**src/shared/csreg_pkg.sv**
```systemverilog
// Package for the command status register block.
// Assumes one core clock and the documented register port of the device.
package csreg_pkg;

  // ************************************************************
  // Field positions of the 32-bit command status register
  // ************************************************************
  localparam int unsigned CSREG_FAMILY_LSB  = 26;
  localparam int unsigned CSREG_LAUNCH_BIT  = 25;
  localparam int unsigned CSREG_CANCEL_BIT  = 24;
  localparam int unsigned CSREG_BURST_LSB   = 8;
  localparam int unsigned CSREG_VALID_BIT   = 7;
  localparam int unsigned CSREG_READY_BIT   = 6;
  localparam int unsigned CSREG_EXEC_BIT    = 5;
  localparam int unsigned CSREG_RESP_BIT    = 4;
  localparam int unsigned CSREG_EXPECT_BIT  = 3;
  localparam int unsigned CSREG_SELFT_BIT   = 2;
  localparam int unsigned CSREG_RESEND_BIT  = 1;

  // Writable trigger fields, checked for exactly one set bit
  localparam logic [31:0] CSREG_TRIG_MASK   = 32'h0300_0062;

  // Localities allowed to reset the launch-history flag
  localparam logic [2:0]  CSREG_LOC_LAUNCH_A = 3'h3;
  localparam logic [2:0]  CSREG_LOC_LAUNCH_B = 3'h4;

  // Reset values
  localparam logic [31:0] CSREG_RD_RST      = 32'h0000_0000;
  localparam logic [15:0] CSREG_BURST_RST   = 16'h0000;
  localparam logic        CSREG_FLAG_RST    = 1'b0;

  // ************************************************************
  // Command state machine
  // ************************************************************
  typedef enum logic [2:0] {
    CSREG_IDLE      = 3'b000,
    CSREG_READY     = 3'b001,
    CSREG_RECEPTION = 3'b010,
    CSREG_EXECUTION = 3'b011,
    CSREG_COMPLETE  = 3'b100
  } csreg_state_t;

  // Host write request, valid for one cycle
  typedef struct packed {
    logic        req;
    logic [2:0]  locality;
    logic [31:0] data;
  } csreg_wr_t;

  // Live status fields gathered from the core
  typedef struct packed {
    logic [1:0]  family;
    logic [15:0] burst;
    logic        sts_valid;
    logic        ready;
    logic        resp_pending;
    logic        expect_more;
    logic        selftest;
  } csreg_status_t;

  // One-cycle trigger pulses toward the command engine
  typedef struct packed {
    logic ready;
    logic execute;
    logic cancel;
    logic resend;
    logic launch_reset;
  } csreg_trig_t;

endpackage

```
**src/core/csreg_read_port.sv**
```systemverilog
// Read side of the command status register: packs fields, inserts wait states.
// Assumes the host holds i_rd_req until it sees the o_rd_ack pulse.
`timescale 1ns/1ps
module csreg_read_port
  import csreg_pkg::*;
(
  input  wire logic          i_core_clk,
  input  wire logic          i_rst_b,
  input  wire logic          i_rd_req,
  input  wire logic          i_settled,
  input  wire csreg_status_t i_status,
  output logic               o_rd_ack,
  output logic [31:0]        o_rd_data
);

  // ************************************************************
  // Field packing
  // ************************************************************
  // Reserved bits and all triggers but ready read as zero
  logic [31:0] packed_w;
  logic        take_w;
  assign packed_w = {4'h0, i_status.family, 2'h0, i_status.burst,
                     i_status.sts_valid, i_status.ready, 1'b0,
                     i_status.resp_pending, i_status.expect_more,
                     i_status.selftest, 1'b0, 1'b0};
  // Stretch the read until the fields are settled
  assign take_w   = i_rd_req && i_settled && !o_rd_ack;

  // Ack and data registers
  always_ff @(posedge i_core_clk or negedge i_rst_b) begin
    if (!i_rst_b) begin
      o_rd_ack  <= 1'b0;
      o_rd_data <= CSREG_RD_RST;
    end else begin
      o_rd_ack  <= take_w;
      if (take_w) begin
        o_rd_data <= packed_w;
      end
    end
  end

  a_rd_wait_settle : assert property (@(posedge i_core_clk) disable iff (!i_rst_b)
    o_rd_ack |-> $past(i_settled) && $past(i_rd_req))
    else $error("read answered before fields settled");
  a_rd_reserved_zero : assert property (@(posedge i_core_clk) disable iff (!i_rst_b)
    o_rd_ack |-> (o_rd_data & 32'hf300_0023) == 32'h0)
    else $error("reserved or trigger bit read as one");

endmodule

```
**src/core/csreg_command_status.sv**
```systemverilog
// Command status register with its command state machine.
// Assumes synchronous host register port and a command engine on the core clock.
`timescale 1ns/1ps
module csreg_command_status
  import csreg_pkg::*;
(
  input  wire logic          i_core_clk,
  input  wire logic          i_rst_b,
  input  wire logic          i_family_sel,
  input  wire csreg_wr_t     i_wr,
  input  wire logic          i_rd_req,
  input  wire logic [15:0]   i_burst,
  input  wire logic          i_burst_settled,
  input  wire logic          i_first_byte,
  input  wire logic          i_expect_more,
  input  wire logic          i_expect_valid,
  input  wire logic          i_resp_avail,
  input  wire logic          i_resp_valid,
  input  wire logic          i_selftest_done,
  output logic               o_rd_ack,
  output logic [31:0]        o_rd_data,
  output csreg_trig_t        o_trig,
  output csreg_state_t       o_state
);

  // ************************************************************
  // Helpers
  // ************************************************************
  // Number of trigger fields set in a write word
  function automatic logic [2:0] csreg_ones(input logic [31:0] w);
    logic [2:0] n;
    n = 3'h0;
    for (int i = 0; i < 32; i++) begin
      if (CSREG_TRIG_MASK[i] && w[i]) begin
        n = (n == 3'h7) ? n : 3'(n + 3'h1);
      end
    end
    return n;
  endfunction

  // ************************************************************
  // Write decode
  // ************************************************************
  logic        one_hot_w;
  logic        wr_ready_w;
  logic        wr_exec_w;
  logic        wr_cancel_w;
  logic        wr_resend_w;
  logic        wr_launch_w;
  logic        loc_ok_w;
  csreg_state_t state_q;
  csreg_state_t state_d;

  // Only a write with exactly one field at one acts
  assign one_hot_w   = i_wr.req && (csreg_ones(i_wr.data) == 3'h1);
  assign wr_ready_w  = one_hot_w && i_wr.data[CSREG_READY_BIT];
  assign wr_exec_w   = one_hot_w && i_wr.data[CSREG_EXEC_BIT];
  assign wr_cancel_w = one_hot_w && i_wr.data[CSREG_CANCEL_BIT];
  assign wr_resend_w = one_hot_w && i_wr.data[CSREG_RESEND_BIT];
  assign wr_launch_w = one_hot_w && i_wr.data[CSREG_LAUNCH_BIT];
  assign loc_ok_w    = (i_wr.locality == CSREG_LOC_LAUNCH_A) ||
                       (i_wr.locality == CSREG_LOC_LAUNCH_B);

  // ************************************************************
  // Command state machine
  // ************************************************************
  always_comb begin
    state_d = state_q;
    case (state_q)
      CSREG_IDLE: begin
        if (wr_ready_w) begin
          state_d = CSREG_READY;
        end
      end
      CSREG_READY: begin
        if (i_first_byte) begin
          state_d = CSREG_RECEPTION;
        end
      end
      CSREG_RECEPTION: begin
        if (wr_ready_w) begin
          state_d = CSREG_IDLE;
        end else if (wr_exec_w) begin
          state_d = CSREG_EXECUTION;
        end
      end
      CSREG_EXECUTION: begin
        if (wr_ready_w) begin
          state_d = CSREG_IDLE;
        end else if (i_resp_avail) begin
          state_d = CSREG_COMPLETE;
        end
      end
      CSREG_COMPLETE: begin
        if (wr_ready_w) begin
          state_d = CSREG_IDLE;
        end
      end
      default: begin
        state_d = CSREG_IDLE;
      end
    endcase
  end

  // State register
  always_ff @(posedge i_core_clk or negedge i_rst_b) begin
    if (!i_rst_b) begin
      state_q <= CSREG_IDLE;
    end else begin
      state_q <= state_d;
    end
  end

  // ************************************************************
  // Trigger pulses
  // ************************************************************
  csreg_trig_t trig_d;
  logic        idle_rdy_w;
  assign idle_rdy_w          = (state_q == CSREG_IDLE) || (state_q == CSREG_READY);
  assign trig_d.ready        = wr_ready_w;
  assign trig_d.execute      = wr_exec_w && (state_q == CSREG_RECEPTION);
  assign trig_d.cancel       = wr_cancel_w && (state_q == CSREG_EXECUTION);
  assign trig_d.resend       = wr_resend_w && (state_q == CSREG_COMPLETE);
  assign trig_d.launch_reset = wr_launch_w && loc_ok_w && idle_rdy_w;

  // Pulses last one cycle and nothing is kept
  always_ff @(posedge i_core_clk or negedge i_rst_b) begin
    if (!i_rst_b) begin
      o_trig  <= '0;
      o_state <= CSREG_IDLE;
    end else begin
      o_trig  <= trig_d;
      o_state <= state_d;
    end
  end

  // ************************************************************
  // Status fields
  // ************************************************************
  logic          fam_seen_q;
  logic          fam_q;
  logic [15:0]   burst_q;
  logic          valid_q;
  logic          resp_q;
  logic          expect_q;
  logic          selft_q;
  csreg_status_t status_w;

  // Family strap caught once after reset release
  always_ff @(posedge i_core_clk or negedge i_rst_b) begin
    if (!i_rst_b) begin
      fam_seen_q <= CSREG_FLAG_RST;
      fam_q      <= CSREG_FLAG_RST;
    end else if (!fam_seen_q) begin
      fam_seen_q <= 1'b1;
      fam_q      <= i_family_sel;
    end
  end

  // Live fields sampled each cycle
  always_ff @(posedge i_core_clk or negedge i_rst_b) begin
    if (!i_rst_b) begin
      burst_q  <= CSREG_BURST_RST;
      valid_q  <= CSREG_FLAG_RST;
      resp_q   <= CSREG_FLAG_RST;
      expect_q <= CSREG_FLAG_RST;
      selft_q  <= CSREG_FLAG_RST;
    end else begin
      burst_q  <= i_burst;
      valid_q  <= i_expect_valid && i_resp_valid;
      resp_q   <= i_resp_avail;
      expect_q <= i_expect_more;
      selft_q  <= i_selftest_done;
    end
  end

  assign status_w.family       = {1'b0, fam_q};
  assign status_w.burst        = burst_q;
  assign status_w.sts_valid    = valid_q;
  assign status_w.ready        = (state_q == CSREG_READY);
  assign status_w.resp_pending = resp_q;
  assign status_w.expect_more  = expect_q;
  assign status_w.selftest     = selft_q;

  // Read port with wait states
  csreg_read_port u_read (
    .i_core_clk (i_core_clk),
    .i_rst_b    (i_rst_b),
    .i_rd_req   (i_rd_req),
    .i_settled  (i_burst_settled && fam_seen_q),
    .i_status   (status_w),
    .o_rd_ack   (o_rd_ack),
    .o_rd_data  (o_rd_data)
  );

  // ************************************************************
  // Checks
  // ************************************************************
  a_multi_field_drop : assert property (@(posedge i_core_clk) disable iff (!i_rst_b)
    (i_wr.req && csreg_ones(i_wr.data) > 3'h1 && !i_first_byte && !i_resp_avail)
      |=> (o_trig == '0)
      && $stable(o_state))
    else $error("multi-field write acted");
  a_cancel_gate : assert property (@(posedge i_core_clk) disable iff (!i_rst_b)
    o_trig.cancel |-> $past(state_q) == CSREG_EXECUTION)
    else $error("cancel pulsed outside execution");
  a_cancel_ignored : assert property (@(posedge i_core_clk) disable iff (!i_rst_b)
    (state_q == CSREG_COMPLETE && wr_cancel_w) |=> !o_trig.cancel)
    else $error("cancel acted after response");
  a_launch_locality : assert property (@(posedge i_core_clk) disable iff (!i_rst_b)
    o_trig.launch_reset |-> $past(i_wr.locality) inside {3'h3, 3'h4})
    else $error("launch flag reset from wrong locality");
  a_trig_single : assert property (@(posedge i_core_clk) disable iff (!i_rst_b)
    o_trig.execute |=> !o_trig.execute)
    else $error("trigger held longer than one cycle");
  a_exec_moves : assert property (@(posedge i_core_clk) disable iff (!i_rst_b)
    (state_q == CSREG_RECEPTION && wr_exec_w && !wr_ready_w)
      |=> state_q == CSREG_EXECUTION ##0 o_trig.execute)
    else $error("execute did not start command");
  a_ready_moves : assert property (@(posedge i_core_clk) disable iff (!i_rst_b)
    (state_q == CSREG_IDLE && wr_ready_w)
      |=> state_q == CSREG_READY && o_trig.ready)
    else $error("ready write did not move state");
  a_valid_ties : assert property (@(posedge i_core_clk) disable iff (!i_rst_b)
    status_w.sts_valid |-> $past(i_expect_valid) && $past(i_resp_valid))
    else $error("status valid without valid fields");
  a_family_legal : assert property (@(posedge i_core_clk) disable iff (!i_rst_b)
    o_rd_ack |-> !o_rd_data[CSREG_FAMILY_LSB + 1])
    else $error("reserved family code reported");

  c_full_command : cover property (@(posedge i_core_clk) disable iff (!i_rst_b)
    state_q == CSREG_EXECUTION ##[1:50] state_q == CSREG_COMPLETE);
  c_cancel_run : cover property (@(posedge i_core_clk) disable iff (!i_rst_b)
    o_trig.cancel);
  c_resend : cover property (@(posedge i_core_clk) disable iff (!i_rst_b)
    o_trig.resend);
  c_launch : cover property (@(posedge i_core_clk) disable iff (!i_rst_b)
    o_trig.launch_reset);

endmodule

```
**config.mk**
```make
export PLATFORM = sky130hd
export DESIGN_NAME = csreg_command_status
export DESIGN_NICKNAME = d
export VERILOG_FILES = /design/src/shared/csreg_pkg.sv /design/src/core/csreg_read_port.sv /design/src/core/csreg_command_status.sv
export SDC_FILE = /design/constraint.sdc
export NUM_CORES = 1
export LEC_CHECK = 0
export CAP_MARGIN = 5
export CORE_ASPECT_RATIO = 0.7
export CORE_MARGIN = 2
export CORE_UTILIZATION = 45
export CTS_CLUSTER_SIZE = 20
export DETAILED_ROUTE_END_ITERATION = 10
export DONT_BUFFER_PORTS = 1
export SYNTH_ARGS = -nofsm -noshare
export SYNTH_HDL_FRONTEND = slang
export SYNTH_SLANG_ARGS = --single-unit
```
**constraint.sdc**
```tcl
create_clock -name i_core_clk -period 1.62 [get_ports i_core_clk]
set_input_delay 0.081 -clock i_core_clk [delete_from_list [all_inputs] [get_ports i_core_clk]]
set_output_delay 0.081 -clock i_core_clk [all_outputs]
set_load 0.02 [all_outputs]
```
==> run metrics <==
unrepaired setup endpoints after global routing yes; Cell Area, Placed 2260 um^2; worst path cell trace inv_12 -> ha_4 -> xor2_4 -> ha_4 -> nand4_1 -> nand2_1 -> mux2_4 -> ha_4 -> o31ai_4 -> and3_4 -> a2111o_1 -> o211a_1 -> o22ai_1; VDD IR-drop max 0.711 mV; crit-path max cell delay 0.36 ns; Final Cycle Share 134%; number of DRC markers in iteration 0 47; Area growth syn-to-layout 30.0%; setup violators final 8; Post-DRT Antenna Nets 0; CP startpoint kind primary input; Clk pin slew, worst setup/hold paths 0.09 ns; Routability Congestion 0.759; Worst-Skew Late Latency 0.29 ns; Int Power 2.19 mW; clock share of power 22.5%; CTS root buffer clkbuf_8; Seq/Total Area, Yosys 62.6%; Final Hold Vio Count 0; Worst Path Buf+Inv 1; dominant cell type by area after synthesis dfrtp_1; maximum level of the CTS H-tree 2; EDFF count, synth 0; GRT Total Usage 17.8%; Leak 1.36 nW; Netlist cell types 31; pin count of the biggest net entering global routing 54; total gr overflow 0; Setup crit end kind register; # IOs 104; vias in the first global route 1512; Seq cells post-synth 53; synth cell count leaders nand2_1 (73), dfrtp_1 (53), buf_4 (11), inv_1 (8); # rows 20; Async S/R FF share, synth 100%; cell mode on critical path ha_4; violated checks setup timing; core area 4430 um^2; first-pass GRT wire length 7.04 mm; Port Buffer Count 0; Pre-antenna DRT Iters 4; CP arrival 2.39 ns; fraction of layout cells with a size suffix above 1 18.0%; clk buf depth 2; Cells after Synth 203; sequential power share 54.3%; vias per cell 5.03; Initial Utilization 47.8%; Mapped Area 2120 um^2; chip width 86.0 um; max frequency 460 MHz; multi-input combinational cell area 802 um^2; Nets 311; Net Sw Frac 33.8%; Synth area leaders dfrtp_1 (63%), nand2_1 (13%), buf_4 (3.9%), ha_1 (2.4%), o21ai_0 (1.7%); initial antenna violation count 0; vias post-DR 1509; CP max-delay cell a2111o_1; Gate power share 23.2%; status finished with violations; CTS tree yes; skew final 0.00869 ns; Pwr Density 1200 nW/um^2; die area 5280 um^2; Total Power 3.31 mW; Final Max Slew Viols 0; Num CTS Buffers 5; final setup margin -0.554 ns; synth warn 0; routed length per placed instance 15.4 um; Antenna diodes 0; routed wire length 4.61 mm; main flop type after synthesis dfrtp_1; CP Max Fanout 3; worst path required time 1.84 ns; dominant cell by count in the synthesized netlist nand2_1; fin area 2750 um^2; DRC 0; max-cap violations 0; CTS sink cnt 53; Yosys top cell area share 62.6%; CP delay by family, top adder cells; WS Path Type in2reg; register area 1330 um^2; Hold Path Class in2reg; # fillers 345; Tmin final 2.17 ns; Sw Pwr 1.12 mW; Avg Cell Area, Syn 10.4 um^2; HPWL after DPL 3.06 mm; die span in y 61.4 um
cell type report:
class / instances / share of cell area, %
clock buffer: 6 / 3.00
clock inverter: 2 / 0.500
inverter: 8 / 1.73
multi-input combinational: 133 / 29.1
sequential: 53 / 48.2
tap: 55 / 2.50
timing repair buffer: 43 / 14.9
metal layers:
layer / global-route usage (%) / wire (um) / vias up
met5: 0 / 0 / -
met4: 5.90 / 48 / 0
met3: 6.57 / 375 / 6
met2: 31.5 / 2300 / 61
met1: 20.7 / 1890 / 730
li1: - / - / 712
flip-flops by register name (all words and copies together), names as in the netlist:
signal / count
fam_q: 1
u_read.o_rd_data: 22
valid_q: 1
fam_seen_q: 1
selft_q: 1
u_read.o_rd_ack: 1
o_trig: 5
burst_q: 16
o_state: 3
resp_q: 1
expect_q: 1
cell families after synthesis:
| group | count (synthesis) | synth area share [%] |
|---|---|---|
| other cells | 2 | 0.355 |
| mux | 4 | 2.07 |
| buf+inv | 26 | 6.56 |
| xor+xnor | 2 | 1.60 |
| fa+ha+maj | 4 | 2.36 |
| compound gates | 17 | 5.56 |
| simple gates | 95 | 18.9 |
| flops | 53 | 62.6 |
final timing paths:
kind,start,cells after the start,to,slack (ns)
worst max-delay path,i_wr[1],13,o_state[0],-0.55
worst min-delay path,i_resp_avail,3,o_state[1],0.02
worst max register to register,o_state[2],4,o_state[2],0.14
worst min register to register,resp_q,2,u_read.o_rd_data[4],0.44
max in group asynchronous,i_rst_b,2,burst_q[14],1.06
min in group asynchronous,i_rst_b,2,burst_q[2],0.32
placed cells by master (no fill, tap or decap), types with 2 or more instances in the layout:
cell | synthesis | final
o22ai_1 | 2 | 2
clkbuf_8 | 0 | 6
nand2_1 | 73 | 72
mux2_4 | 0 | 2
o21ai_0 | 7 | 5
ha_4 | 0 | 3
nor2_1 | 7 | 7
dlygate4sd3_1 | 0 | 27
and3_4 | 0 | 2
dfrtp_1 | 53 | 53
inv_1 | 8 | 5
buf_4 | 11 | 15
and3_1 | 5 | 3
and4_1 | 2 | 2
conb_1 | 2 | 11
metrics by stage:
stage	cells	hold slack, ns	setup TNS [ns]	utilization (%)	setup slack, ns
5_1_grt	300	0.00860	-4.55	62.1	-0.655
3_5_place_dp	260	-0.214	-6.07	51.0	-0.815
2_1_floorplan	212	-0.215	-4.92	-	-0.730
4_1_cts	300	0.0147	-3.48	60.7	-0.485
3_3_place_gp	260	-0.213	-5.41	51.0	-0.734
6_report	300	0.0211	-3.70	62.1	-0.554
worst reg2reg max path, cell delays in order (launching register included):
cell and delay (ns):
dfrtp_1 0.58, o21ai_0 0.17, a22oi_1 0.30, o21ai_2 0.11
a32o_1 0.21
power by group through the flow:
stage	combinational [mW]	sequential (mW)	clock (mW)
2_1_floorplan	0.472	1.78	0
3_3_place_gp	0.560	1.81	0
3_5_place_dp	0.595	1.82	0
4_1_cts	0.693	1.79	0.770
5_1_grt	0.845	1.82	0.838
6_report	0.769	1.80	0.744
timing repair:
item	CTS	global route
hold buffers	28	0
setup buffers	4	1
setup endpoints to repair	8	8
resized for setup	1	13
pin swaps	5	8
hold endpoints to repair	78	0
Power figures use the tool's default switching activity.
